--- src/design/nfcie_pkg.sv ---
package nfcie_pkg;

  // ****************************************************************
  // Register map
  // ****************************************************************
  localparam logic [11:0] NFCIE_OFS_PLAIN  = 12'h300;
  localparam logic [11:0] NFCIE_OFS_SET    = 12'h304;
  localparam logic [11:0] NFCIE_OFS_CLEAR  = 12'h308;
  localparam logic [11:0] NFCIE_OFS_STATUS = 12'h30C;
  localparam logic [11:0] NFCIE_OFS_MASK   = 12'h310;
  localparam int          NFCIE_ADDR_W     = 12;

  // ****************************************************************
  // Enable field positions
  // ****************************************************************
  localparam int NFCIE_BIT_READY       = 0;
  localparam int NFCIE_BIT_FIELD_FOUND = 1;
  localparam int NFCIE_BIT_FIELD_GONE  = 2;
  localparam int NFCIE_BIT_SEND_BEGIN  = 3;
  localparam int NFCIE_BIT_SEND_FINISH = 4;
  localparam int NFCIE_BIT_RECV_BEGIN  = 5;
  localparam int NFCIE_BIT_RECV_FINISH = 6;
  localparam int NFCIE_BIT_ERROR       = 7;
  localparam int NFCIE_BIT_RECV_FAULT  = 10;
  localparam int NFCIE_BIT_RECV_FULL   = 11;
  localparam int NFCIE_BIT_SEND_DONE   = 12;
  localparam int NFCIE_BIT_ANTICOL_BEG = 14;
  localparam int NFCIE_BIT_COLLISION   = 18;
  localparam int NFCIE_BIT_ANTICOL_END = 19;
  localparam int NFCIE_BIT_DMA_START   = 20;

  // Implemented enable bits
  localparam logic [31:0] NFCIE_VALID_MASK = 32'h001C5CFF;

  // ****************************************************************
  // Reset values
  // ****************************************************************
  localparam logic [31:0] NFCIE_RST_ENABLE = 32'h00000000;
  localparam logic [31:0] NFCIE_RST_STATUS = 32'h00000000;
  localparam logic [31:0] NFCIE_RST_MASK   = 32'h00000000;

  // ****************************************************************
  // Bus request carrier
  // ****************************************************************
  typedef struct packed {
    logic        wr;
    logic        rd;
    logic [11:0] addr;
    logic [31:0] wdata;
  } nfcie_req_s;

endpackage : nfcie_pkg

--- src/design/nfcie_apb_slave.sv ---
`timescale 1ns/1ps
module nfcie_apb_slave
  import nfcie_pkg::*;
(
  input  wire logic        clock_i,
  input  wire logic        sys_rst_i,
  input  wire logic        psel_i,
  input  wire logic        penable_i,
  input  wire logic        pwrite_i,
  input  wire logic [11:0] paddr_i,
  input  wire logic [31:0] pwdata_i,
  output nfcie_req_s       req_o,
  output logic             pready_o
);

  logic pready_reg;
  logic pready_next;

  // Answer one cycle into the access phase
  always_comb begin
    pready_next = psel_i & penable_i & ~pready_reg;
  end

  always_ff @(posedge clock_i) begin
    if (sys_rst_i) begin
      pready_reg <= 1'b0;
    end else begin
      pready_reg <= pready_next;
    end
  end

  // Write strobe valid in the completing cycle, read strobe in the access cycle before it
  always_comb begin
    req_o.wr    = psel_i & penable_i & pready_reg & pwrite_i;
    req_o.rd    = psel_i & penable_i & ~pready_reg & ~pwrite_i;
    req_o.addr  = paddr_i;
    req_o.wdata = pwdata_i;
  end

  assign pready_o = pready_reg;

endmodule : nfcie_apb_slave

--- src/design/nfcie_top.sv ---
// Overview of operation
// - Writing one to a set-register bit enables that event's interrupt only.
// - Fifteen enable bits: ready, field, frames, errors, buffers, anticollision, DMA.
// - Reading set or clear register returns the current enable bits.
// - Set register sits at offset 0x304.
// - Clear register sits at offset 0x308.
// - Disabled enable bits read back as zero.
// - Set and clear act on the plain enable register at 0x300.
//
// Implementation choice: register access over APB.
`timescale 1ns/1ps
module nfcie_top
  import nfcie_pkg::*;
(
  input  wire logic        clock_i,
  input  wire logic        sys_rst_i,
  input  wire logic        psel_i,
  input  wire logic        penable_i,
  input  wire logic        pwrite_i,
  input  wire logic [11:0] paddr_i,
  input  wire logic [31:0] pwdata_i,
  output logic      [31:0] prdata_o,
  output logic             pready_o,
  output logic             pslverr_o,
  input  wire logic [31:0] event_i,
  output logic      [31:0] irq_enable_o,
  output logic             irq_o
);

  // ****************************************************************
  // Bus front end
  // ****************************************************************
  nfcie_req_s req;

  nfcie_apb_slave u_slave (
    .clock_i   (clock_i),
    .sys_rst_i (sys_rst_i),
    .psel_i    (psel_i),
    .penable_i (penable_i),
    .pwrite_i  (pwrite_i),
    .paddr_i   (paddr_i),
    .pwdata_i  (pwdata_i),
    .req_o     (req),
    .pready_o  (pready_o)
  );

  // Offset decode, shared by read and write paths
  function automatic logic is_mapped(input logic [11:0] a);
    is_mapped = (a == NFCIE_OFS_PLAIN) || (a == NFCIE_OFS_SET) || (a == NFCIE_OFS_CLEAR)
             || (a == NFCIE_OFS_STATUS) || (a == NFCIE_OFS_MASK);
  endfunction : is_mapped

  // ****************************************************************
  // State
  // ****************************************************************
  logic [31:0] enable_reg;
  logic [31:0] enable_next;
  logic [31:0] status_reg;
  logic [31:0] status_next;
  logic [31:0] mask_reg;
  logic [31:0] mask_next;
  logic [31:0] rdata_reg;
  logic [31:0] rdata_next;
  logic        err_reg;
  logic        err_next;
  logic        irq_reg;
  logic        irq_next;
  logic [31:0] wmask;

  assign wmask = req.wdata & NFCIE_VALID_MASK;

  // Enable bits: plain write, set-ones, clear-ones
  always_comb begin
    enable_next = enable_reg;
    if (req.wr) begin
      case (req.addr)
        NFCIE_OFS_PLAIN: enable_next = wmask;
        NFCIE_OFS_SET:   enable_next = enable_reg | wmask;
        NFCIE_OFS_CLEAR: enable_next = enable_reg & ~wmask;
        default:         enable_next = enable_reg;
      endcase
    end
  end

  // Sticky event status, set wins over write-one-to-clear; mask register
  always_comb begin
    status_next = status_reg;
    mask_next   = mask_reg;
    if (req.wr && req.addr == NFCIE_OFS_STATUS) begin
      status_next = status_reg & ~wmask;
    end
    if (req.wr && req.addr == NFCIE_OFS_MASK) begin
      mask_next = wmask;
    end
    status_next = status_next | (event_i & enable_reg & NFCIE_VALID_MASK);
  end

  // Read data and error answer
  always_comb begin
    rdata_next = rdata_reg;
    err_next   = 1'b0;
    if (req.rd) begin
      case (req.addr)
        NFCIE_OFS_PLAIN,
        NFCIE_OFS_SET,
        NFCIE_OFS_CLEAR:  rdata_next = enable_reg;
        NFCIE_OFS_STATUS: rdata_next = status_reg;
        NFCIE_OFS_MASK:   rdata_next = mask_reg;
        default:          rdata_next = 32'h00000000;
      endcase
      err_next = ~is_mapped(req.addr);
    end else if (req.wr) begin
      err_next = 1'b0;
    end
    if (psel_i && penable_i && !pready_o) begin
      err_next = ~is_mapped(req.addr);
    end
  end

  // Interrupt level from unmasked status
  always_comb begin
    irq_next = |(status_next & mask_next);
  end

  always_ff @(posedge clock_i) begin
    if (sys_rst_i) begin
      enable_reg <= NFCIE_RST_ENABLE;
      status_reg <= NFCIE_RST_STATUS;
      mask_reg   <= NFCIE_RST_MASK;
      rdata_reg  <= 32'h00000000;
      err_reg    <= 1'b0;
      irq_reg    <= 1'b0;
    end else begin
      enable_reg <= enable_next;
      status_reg <= status_next;
      mask_reg   <= mask_next;
      rdata_reg  <= rdata_next;
      err_reg    <= err_next;
      irq_reg    <= irq_next;
    end
  end

  assign prdata_o     = rdata_reg;
  assign pslverr_o    = err_reg;
  assign irq_enable_o = enable_reg;
  assign irq_o        = irq_reg;

endmodule : nfcie_top

--- config.mk ---
export PLATFORM = sky130hd
export DESIGN_NAME = nfcie_top
export DESIGN_NICKNAME = d
export VERILOG_FILES = /design/src/design/nfcie_pkg.sv /design/src/design/nfcie_apb_slave.sv /design/src/design/nfcie_top.sv
export SDC_FILE = /design/constraint.sdc
export NUM_CORES = 1
export LEC_CHECK = 0
export BUFFER_PORTS_ARGS = -buffer_cell sky130_fd_sc_hd__buf_2
export CAP_MARGIN = 10
export CORE_UTILIZATION = 42
export DETAILED_ROUTE_END_ITERATION = 12
export GPL_TIMING_DRIVEN = 0
export PLACE_DENSITY = 0.81
export REMOVE_ABC_BUFFERS = 1
export SLEW_MARGIN = 20
export SYNTH_ARGS = -nofsm -noshare
export SYNTH_HDL_FRONTEND = slang
export SYNTH_SLANG_ARGS = --single-unit
--- constraint.sdc ---
create_clock -name clock_i -period 2.14 [get_ports clock_i]
set_clock_uncertainty 0.15 [all_clocks]
set_input_delay 0.214 -clock clock_i [delete_from_list [all_inputs] [get_ports clock_i]]
set_output_delay 0.214 -clock clock_i [all_outputs]
set_load 0.05 [all_outputs]
After elaboration in Yosys (flattened, before gate mapping):

Cells that the tools add are included.

* latch bits: 0
* flip-flop bits (word level): 131
* memories kept: 0
* bits in read-only memories: 0
* word-level logic and storage cells: 46
* input port bits: 81
* output and inout bits: 67
* bits in writable memories: 0

* magnitude comparators: 0
* reductions and logical operators: 13
* shift-type cells: 0
* bitwise logic cells: 15
* div/mod/pow operators: 0
* muxes and demuxes: 6
* add/sub/neg operators: 0
* eq/ne operators: 5
* $mul: 0

Operator list (number)
* 32-bit case mux with 3 select lines: 2
* 32-bit AND: 3
* 32-bit two-way mux: 2
* 32-bit by 21-bit OR with 32-bit output: 2
* 12-bit by 10-bit equality test with 1-bit output, second input constant: 5
* 21-bit inverter with 32-bit output: 1
* 32-bit OR reduction: 1
* 21-bit AND: 1
* 1-bit AND: 5
* 1-bit logical AND: 4
* 1-bit logical OR: 4
* 1-bit inverter: 3
* 3-bit nonzero test: 1
* 3-bit OR reduction: 1
* 1-bit two-way mux: 2
* 2-bit AND reduction: 1
* 1-bit zero test: 1

Longest topological paths before layout:

Gate-level depths: netlist of run 1.

* word-level depth: 8
* gate-level depth with buffers: 10
* depth with buffers taken out: 7

Modules after synthesis:

Synthesis of run 1 repeated with hierarchy kept, for this count alone.

* cell total of the unflattened synthesis: 369
* area total of the unflattened synthesis: 3239.4 um^2

Modules (own cells, without submodules)
* nfcie_top: seq. area each 1241.2 um^2, times used 1, area an instance 2854.0 um^2, cells an instance 321
* nfcie_apb_slave: seq. area each 20.0 um^2, times used 1, area an instance 385.4 um^2, cells an instance 48

Least setup slack after synthesis of run 1:

Ideal clock, no wire load.

* path kind: register to register
* from: register u_slave.pready_reg, in the netlist u_slave.pready_o
* to: register irq_reg, in the netlist irq_o
* setup time: 139 ps
* path slack: -197 ps
* required time: 1851 ps
* stages on the path, launching flop included: 9
* arrival: 2048 ps
* period minus slack after synthesis: 2337 ps
* cells stage by stage: dfxtp_1 -> nand2_1 -> nor2_1 -> clkbuf_1 -> nand4_1 -> a22oi_1 -> a2bb2o_4 -> nor4_2 -> a41oi_1

* cells in the longest elaborated chain, start to end: 7

RTL lines
* start: declaration: line nfcie_apb_slave.sv:16 `logic pready_reg;`
* start signal: assignment: line nfcie_apb_slave.sv:28 `pready_reg <= pready_next;`
* 1-bit AND * (2 in a row): line nfcie_apb_slave.sv:34 `req_o.wr = psel_i & penable_i & pready_reg & pwrite_i;`
* 1-bit logical AND: line nfcie_top.sv:89 `if (req.wr && req.addr == NFCIE_OFS_STATUS) begin`
* 32-bit two-way mux: line nfcie_top.sv:89
* 32-bit by 21-bit OR with 32-bit output: line nfcie_top.sv:95 `status_next = status_next | (event_i & enable_reg & NFCIE_VALID_MASK);`
* 32-bit AND *: line nfcie_top.sv:122 `irq_next = |(status_next & mask_next);`
* 32-bit OR reduction *: line nfcie_top.sv:122
* end signal: assignment: line nfcie_top.sv:139 `irq_reg <= irq_next;`
* end: declaration: line nfcie_top.sv:66 `logic irq_reg;`

Mark *: on every way between the ends. The rest lies on a longest branch, timed or not.
A chain may end at the register's enable or synchronous reset.

Worst setup path in the final report of run 1:

Same ends and word-level chain as after synthesis.

==> flow_summary.toml, run 1 <==
[drt]
wire_per_inst_um = 16.3
vias = 2936
totalWireLength_mm = 8.83
drcViolationCount = 0
viasPerCell = 5.43
antenna_left = 0
drt_first_pass_iters = 4
drt_iter0_markers = 171

[clocking]
numCtsBuffers = 9
clk_latency_ps = 340
cts_tree = "done"
h-tree-depth = 3
clk_pin_slew_ps = 60
cts_sinks = 63
root_buffer = "clkbuf_8"
clk_path_buf_depth = 2

[worst_hold_path]
whs_endpoint = "status_reg[12]$_SDFF_PP0_"
hold_class = "in -> reg"
hold_depth = 3
hp-start = "event_i[12]"

[die]
die_w_um = 87.3
coreArea_um2 = 6910
die_area_um2 = 7610
num_rows = 30
io_pins = 148
initial_core_util = 0.442
die_h_um = 87.3

[layout]
drive_gt1_frac = 0.346
nets = 523
regArea_um2 = 1260
syn_to_final_growth_pct = 25.1
finalNonFillerCells = 541
diodes = 0
n_fill_cell = 621
multi_input_area_um2 = 1670

[synthesis]
synth_top_family_by_area = "simple AND/OR/NAND/NOR gates"
synth_xor_area_frac = 0.00287
synth_common_cells = "dfxtp_1 (63), nor2_1 (58), buf_4 (34)"
synth_enable_flop_cells = 0
avgSynthCellArea_um2 = 8.72
synthTopCellsByArea = "dfxtp_1 (41%), buf_4 (8.4%), nor2_1 (7.1%)"
ys_warn_count = 0
synthAdderAreaFrac = 0
synth_most_common_cell = "dfxtp_1"
synthSimpleGateAreaFrac = 0.196
syn_inst = 350
seq_area_frac_synth = 0.413
synth-compound-area-share = 0.156
synth-seq-cells = 63
yosysUniqueCellTypes = 39
yosysTopAreaCell = "dfxtp_1"
muxShareOfSynthArea = 0.105
synth_top_area_frac = 0.413
synth_flop_cell = "dfxtp_1"
synthArstFlopShare = 0
syn_area_um2 = 3050

[timing]
setup_viol = 0
period_needed_ps = 2130
final.period_utilization = 0.997
slew_viol_final = 0
tns_ps = 0
rsz0062_at_grt = "true"
fin_hold_ws_ps = -2.26
hold_viol = 1
fmax_mhz = 469
tightestPinTransition_ps = 796
slew_headroom = 0.469

[status]
status = "finished, violations left"
violations = "hold timing"

[critical_path]
reg2reg_setup_slack_ps = 6
end_kind = "flip-flop"
path_class = "reg -> reg"
worstPathRequired_ps = 2180
start_kind = "flip-flop"
reg2regPathDepth = 8
rr_startpoint = "u_slave.pready_o$_SDFF_PP0_"
worstReg2RegEnd = "irq_o$_SDFF_PP0_"
arrival_ps = 2180
crit_path_max_fanout = 8

[place]
portBuffers = 79
hpwlAfterDp_mm = 5.15
globalplace.congestion = 0.754
dp_cells = 499

[job]
drv_cap = 0

[power_and_ir_drop]
p_int_mw = 1.67
leakage_nw = 1.62
seqPwrFrac = 0.499
power_frac_comb = 0.150
switching_share = 0.303
irDropWorstVdd_mv = 0.291
p_per_area_nw_per_um2 = 627
p_sw_uw = 725
pwr-share-clk = 0.352

[global_route]
antenna_found_initial = 0
grt_pass1_vias = 2689
overflow = 0
grt_pass1_wl_mm = 12.7
grt.total_usage = 0.219
grt_max_degree = 63
cells by family (layout without fill, tap and decap cells):
kind of cell / Yosys count / after routing
multiplexers: 30 / 30
AND/OR/NAND/NOR: 127 / 130
XOR/XNOR: 1 / 1
AO/OA/AOI/OAI: 68 / 68
buffers and inverters: 60 / 119
flip-flops: 63 / 63
other: 1 / 34
worst max-delay path by stage:
stage	end	from	slack, ps
finish	irq_o$_SDFF_PP0_	u_slave.pready_o$_SDFF_PP0_	6
global route	irq_o$_SDFF_PP0_	u_slave.pready_o$_SDFF_PP0_	-50
CTS	irq_o$_SDFF_PP0_	u_slave.pready_o$_SDFF_PP0_	10
detailed placement	irq_o$_SDFF_PP0_	paddr_i[5]	-1000
global placement	irq_o$_SDFF_PP0_	paddr_i[5]	-960
floorplan	irq_o$_SDFF_PP0_	u_slave.pready_o$_SDFF_PP0_	-570
metal layers:
layer / vias to the layer above / share of wire / track usage
met4: 0 / 0.027 / 0.110
met3: 22 / 0.093 / 0.0370
met5: - / 0 / 0
li1: 1367 / - / -
met2: 164 / 0.48 / 0.372
met1: 1383 / 0.40 / 0.265
through the flow:
step	hold slack [ps]	setup slack [ps]	utilization	total power, mW	instance area (um^2)
after floorplan	133	-572	-	1.45	2790
after global placement	331	-961	0.479	1.55	3310
after detailed placement	338	-997	0.482	1.55	3330
after CTS	4.62	12.8	0.530	2.38	3660
after global routing	11.5	-46.9	0.553	2.46	3820
final	-2.26	5.60	0.553	2.40	3820
cell usage in the layout, fill, tap and decap left out, drive strengths merged, types with 12 or more instances in the layout:
cell type,Yosys,layout
dfxtp,63,63
buf,41,97
a21oi,15,15
o21ai,15,15
nand2,24,24
a221oi,15,15
mux2,17,17
mux2i,13,13
a22oi,13,13
clkbuf,19,12
nor3,18,18
nor2,58,58
conb,1,34
timing repair:
item,in CTS,in global routing
pin swaps,3,8
hold endpoints to repair,8,0
buffers inserted,7,10
gates cloned,1,2
gates resized for setup,14,16
setup endpoints to repair,37,15
hold buffers,8,0
worst max-delay path: stages (launching register included):
cell and delay, ps:
dfxtp_4 380, nand2_4 50, nor2_4 160, buf_6 170, nand4_1 120, a22oi_2 250, a2bb2o_4 240, nor4_4 300
a41oi_2 160
power by group through the flow:
stage / clock network (mW) / registers (mW) / logic, mW
2_1_floorplan: 0 / 1.27 / 0.175
3_5_place_dp: 0 / 1.22 / 0.331
6_report: 0.843 / 1.19 / 0.358
4_1_cts: 0.837 / 1.20 / 0.346
5_1_grt: 0.885 / 1.20 / 0.377
3_3_place_gp: 0 / 1.22 / 0.325
layout make-up:
| class | count | share of cell area |
|---|---|---|
| well taps | 96 | 0.0314 |
| repair buffers | 105 | 0.162 |
| flip-flops and latches | 63 | 0.331 |
| multi-input cells | 263 | 0.437 |
| clock inverters | 2 | 0.00262 |
| clock buffers | 12 | 0.0354 |
No activity file was read; power rests on OpenSTA's default activity.
==> inputs of run 2 (changes only) <==
CTS_CLUSTER_DIAMETER = 50   (was default)
MAX_ROUTING_LAYER = met4   (was default)
==> flow_summary.toml, run 2 (synthesized netlist as in run 1, its figures left out) <==
[critical_path]
critPathTopFamily = "compound AO/OA/AOI/OAI gates"
path_cells = "nand2_4, nor2_4, buf_6, nand4_1, a22oi_2, a2bb2o_4, nor4_4, a41oi_2"
arrival_ps = 2160
critPathBufInv = 1
worstPathRequired_ps = 2180
start_kind = "flip-flop"
slowest_delay_ps = 380
path_class = "reg -> reg"
end_kind = "flip-flop"
cp_slowest_cell = "dfxtp_4"
crit_path_max_fanout = 8

[layout]
mostFrequentLayoutCell = "buf_2"
drive_gt1_frac = 0.346
syn_to_final_growth_pct = 25.1
nets = 523
fin_area_um2 = 3820
final_core_util = 0.553
diodes = 0
n_fill_cell = 621
multi_input_area_um2 = 1670
regArea_um2 = 1260
final_cell_mix = "buf_2 (78), dfxtp_1 (62), nor2_1 (56), conb_1 (34), nand2_1 (23)"

[die]
die_w_um = 87.3
die_h_um = 87.3
num_rows = 30
coreArea_um2 = 6910
io_pins = 148
die_area_um2 = 7610
initial_core_util = 0.442

[timing]
fmax_mhz = 471
setup_viol = 0
slew_viol_final = 0
slew_headroom = 0.494
tightestPinTransition_ps = 759
hold_viol = 0
tns_ps = 0
rsz0062_at_grt = "true"
period_needed_ps = 2120
final.period_utilization = 0.993

[global_route]
grt_pass1_vias = 2691
overflow = 0
antenna_found_initial = 0
grt.total_usage = 0.225
grt_pass1_wl_mm = 12.7
grt_max_degree = 63

[clocking]
cts_tree = "done"
cts_sinks = 63
h-tree-depth = 3
root_buffer = "clkbuf_8"
clk_path_buf_depth = 2
clk_latency_ps = 340
numCtsBuffers = 9
clk_pin_slew_ps = 60

[power_and_ir_drop]
seqPwrFrac = 0.499
power_frac_comb = 0.150
p_sw_uw = 722
irDropWorstVdd_mv = 0.289
leakage_nw = 1.62
pwr-share-clk = 0.351
p_per_area_nw_per_um2 = 626
p_int_mw = 1.67
switching_share = 0.302

[drt]
drcViolationCount = 0
drt_first_pass_iters = 5
antenna_left = 0
wire_per_inst_um = 16.3
drt_iter0_markers = 192
totalWireLength_mm = 8.79
viasPerCell = 5.46
vias = 2953

[worst_hold_path]
hold_class = "in -> reg"

[place]
portBuffers = 79
hpwlAfterDp_mm = 5.15
dpl_cell_area_um2 = 3330
globalplace.congestion = 0.763

[job]
drv_cap = 0

[status]
status = "finished clean"
[run 2: repair_timing]
action | in CTS | in global routing
endpoints found under the hold margin | 8 | 0
pin swaps | 3 | 8
setup endpoints to repair | 37 | 15
hold buffers | 8 | 0
setup buffers | 7 | 10
gates cloned | 1 | 2
resized for setup | 14 | 16
[run 2: stage by stage]
stage | power (mW) | hold slack [ps] | setup WS, ps | cells
2_1_floorplan | 1.45 | 133 | -572 | 323
3_3_place_gp | 1.55 | 331 | -961 | 498
3_5_place_dp | 1.55 | 338 | -997 | 499
4_1_cts | 2.38 | 4.62 | 12.8 | 529
5_1_grt | 2.46 | 11.5 | -46.9 | 541
6_report | 2.39 | 2.27 | 15.5 | 541
[run 2: layer usage]
layer	global-route usage	wire, um	share of wire	vias up
met5	-	0	0	-
met4	0.110	227	0.026	0
met3	0.0332	647	0.074	21
met2	0.372	4250	0.48	159
met1	0.268	3660	0.42	1407
li1	-	-	-	1366
[run 2: cell type report]
cell class | count | area share
clock buffers | 12 | 0.0354
multi-input cells | 263 | 0.437
repair buffers | 105 | 0.162
clock inverters | 2 | 0.00262
flip-flops and latches | 63 | 0.331
well taps | 96 | 0.0314
[run 2: worst min-delay path: stages]
cell and delay, ps:
buf_2 90, a22oi_2 80, nor2_1 70
[run 2: path summary, 6_finish.rpt]
kind,from,end,slack [ps],depth (start not counted)
setup / recovery,u_slave.pready_o$_SDFF_PP0_,irq_o$_SDFF_PP0_,20,8
hold / removal,event_i[12],status_reg[12]$_SDFF_PP0_,2,3
setup reg to reg,u_slave.pready_o$_SDFF_PP0_,irq_o$_SDFF_PP0_,20,8
hold reg to reg,u_slave.pready_o$_SDFF_PP0_,u_slave.pready_o$_SDFF_PP0_,330,1
[run 2: power by group through the flow]
| stage | combinational (mW) | sequential [mW] | clock (mW) |
|---|---|---|---|
| floorplan | 0.175 | 1.27 | 0 |
| global placement | 0.325 | 1.22 | 0 |
| detailed placement | 0.331 | 1.22 | 0 |
| CTS | 0.346 | 1.20 | 0.837 |
| global route | 0.377 | 1.20 | 0.885 |
| finish | 0.358 | 1.19 | 0.840 |
==> inputs of run 3 (changes only) <==
ABC_CLOCK_PERIOD_IN_PS = 2600   (was default)
CORE_UTILIZATION = 50   (was 42)
PLACE_DENSITY = 0.9   (was 0.81)
clock period = 2.6 ns   (was 2.14 ns; I/O delays follow)
==> flow_summary.toml, run 3 (synthesized netlist as in run 1, its figures left out) <==
[global_route]
grt_pass1_wl_mm = 12.2
grt_pass1_vias = 2540
grt_max_degree = 63
antenna_found_initial = 0
overflow = 0
grt.total_usage = 0.259

[drt]
drcViolationCount = 0
wire_per_inst_um = 15.7
totalWireLength_mm = 7.81
vias = 2804
antenna_left = 0
drt_iter0_markers = 192
drt_first_pass_iters = 5
viasPerCell = 5.64

[layout]
syn_to_final_growth_pct = 16.5
drive_gt1_frac = 0.296
n_fill_cell = 538
mostFrequentLayoutCell = "buf_2"
final_core_util = 0.601
finalNonFillerCells = 497
diodes = 0
nets = 499
final_cell_mix = "buf_2 (78), dfxtp_1 (63), nor2_1 (57), conb_1 (34), nand2_1 (24)"
fin_area_um2 = 3560

[die]
coreArea_um2 = 5920
num_rows = 28
die_h_um = 80.1
die_w_um = 80.1
io_pins = 148
initial_core_util = 0.516
die_area_um2 = 6420

[place]
pre_cts_ws_ps = -547
dpl_cell_area_um2 = 3300
portBuffers = 79
dp_cells = 478
globalplace.congestion = 0.787
hpwlAfterDp_mm = 5.03

[clocking]
clk_path_buf_depth = 2
cts_sinks = 63
clk_pin_slew_ps = 70
numCtsBuffers = 9
cts_tree = "done"
clk_latency_ps = 350
cts_hold_buffers = 0
root_buffer = "clkbuf_8"
h-tree-depth = 3

[power_and_ir_drop]
irDropWorstVdd_mv = 0.343
p_per_area_nw_per_um2 = 615
leakage_nw = 1.52
power_mw = 2.19

[timing]
setup_viol = 0
tns_ps = 0
rsz0062_at_grt = "false"
final.period_utilization = 0.952
tightestPinTransition_ps = 742
fmax_mhz = 404
setup_slack_ps = 126
slew_viol_final = 0
fin_hold_ws_ps = 34.7
hold_viol = 0
period_needed_ps = 2470
slew_headroom = 0.505

[critical_path]
reg2reg_setup_slack_ps = 130
crit_path_max_fanout = 13
arrival_ps = 2520
end_kind = "flip-flop"
path_class = "reg -> reg"
start_kind = "flip-flop"
worstPathRequired_ps = 2650

[status]
status = "finished clean"

[job]
drv_cap = 0

[worst_hold_path]
hold_class = "in -> reg"
## run 3: changes by cell type in the layout (fill, tap and decap cells not counted), sizes merged
cell,before,now
clkbuf,12,11
and4b,4,2
bufinv,0,2
buf,97,84
and2,3,2
dlygate4sd3,8,0
## run 3: path summary, 6_finish.rpt
path | start | to | cells after the start
min | pwdata_i[20] | irq_enable_o[20]$_SDFFE_PP0P_ | 3
max | u_slave.pready_o$_SDFF_PP0_ | irq_o$_SDFF_PP0_ | 7
max reg2reg | u_slave.pready_o$_SDFF_PP0_ | irq_o$_SDFF_PP0_ | 7
min reg2reg | prdata_o[10]$_SDFFE_PP0P_ | prdata_o[10]$_SDFFE_PP0P_ | 2
## run 3: final cells by class
class	instances	area, um^2	share of cell area
clock inverters	4	70.1	0.0197
well taps	75	93.8	0.0264
repair buffers	84	439	0.124
clock buffers	11	141	0.0398
flip-flops and latches	63	1260	0.355
multi-input cells	260	1550	0.436
## run 3: power by group
part           total, mW  internal, mW  switching (mW)
Clock              0.930         0.557           0.373
Sequential         0.983         0.977         0.00614
Combinational      0.275        0.0547           0.220
Total               2.19          1.59           0.599
## run 3: routing by layer
metal / wire length (um) / GRT usage
met2: 3810 / 0.401
met3: 569 / 0.0614
met4: 155 / 0.113
met5: 0 / -
met1: 3270 / 0.322
## run 3: repair_timing
action / in CTS / in global routing
gates cloned: 0 / 0
pin swaps: 0 / 1
endpoints found under the setup margin: 16 / 1
resized for setup: 3 / 2
buffers inserted: 0 / 4
## run 3: worst max-delay path: stages (launching register included)
cell      delay [ps]
dfxtp_1          400
nand2_1          120
nor2_4           330
and2_4           320
mux2_2           380
a2bb2o_4         210
nor4_2           260
a41oi_1          160
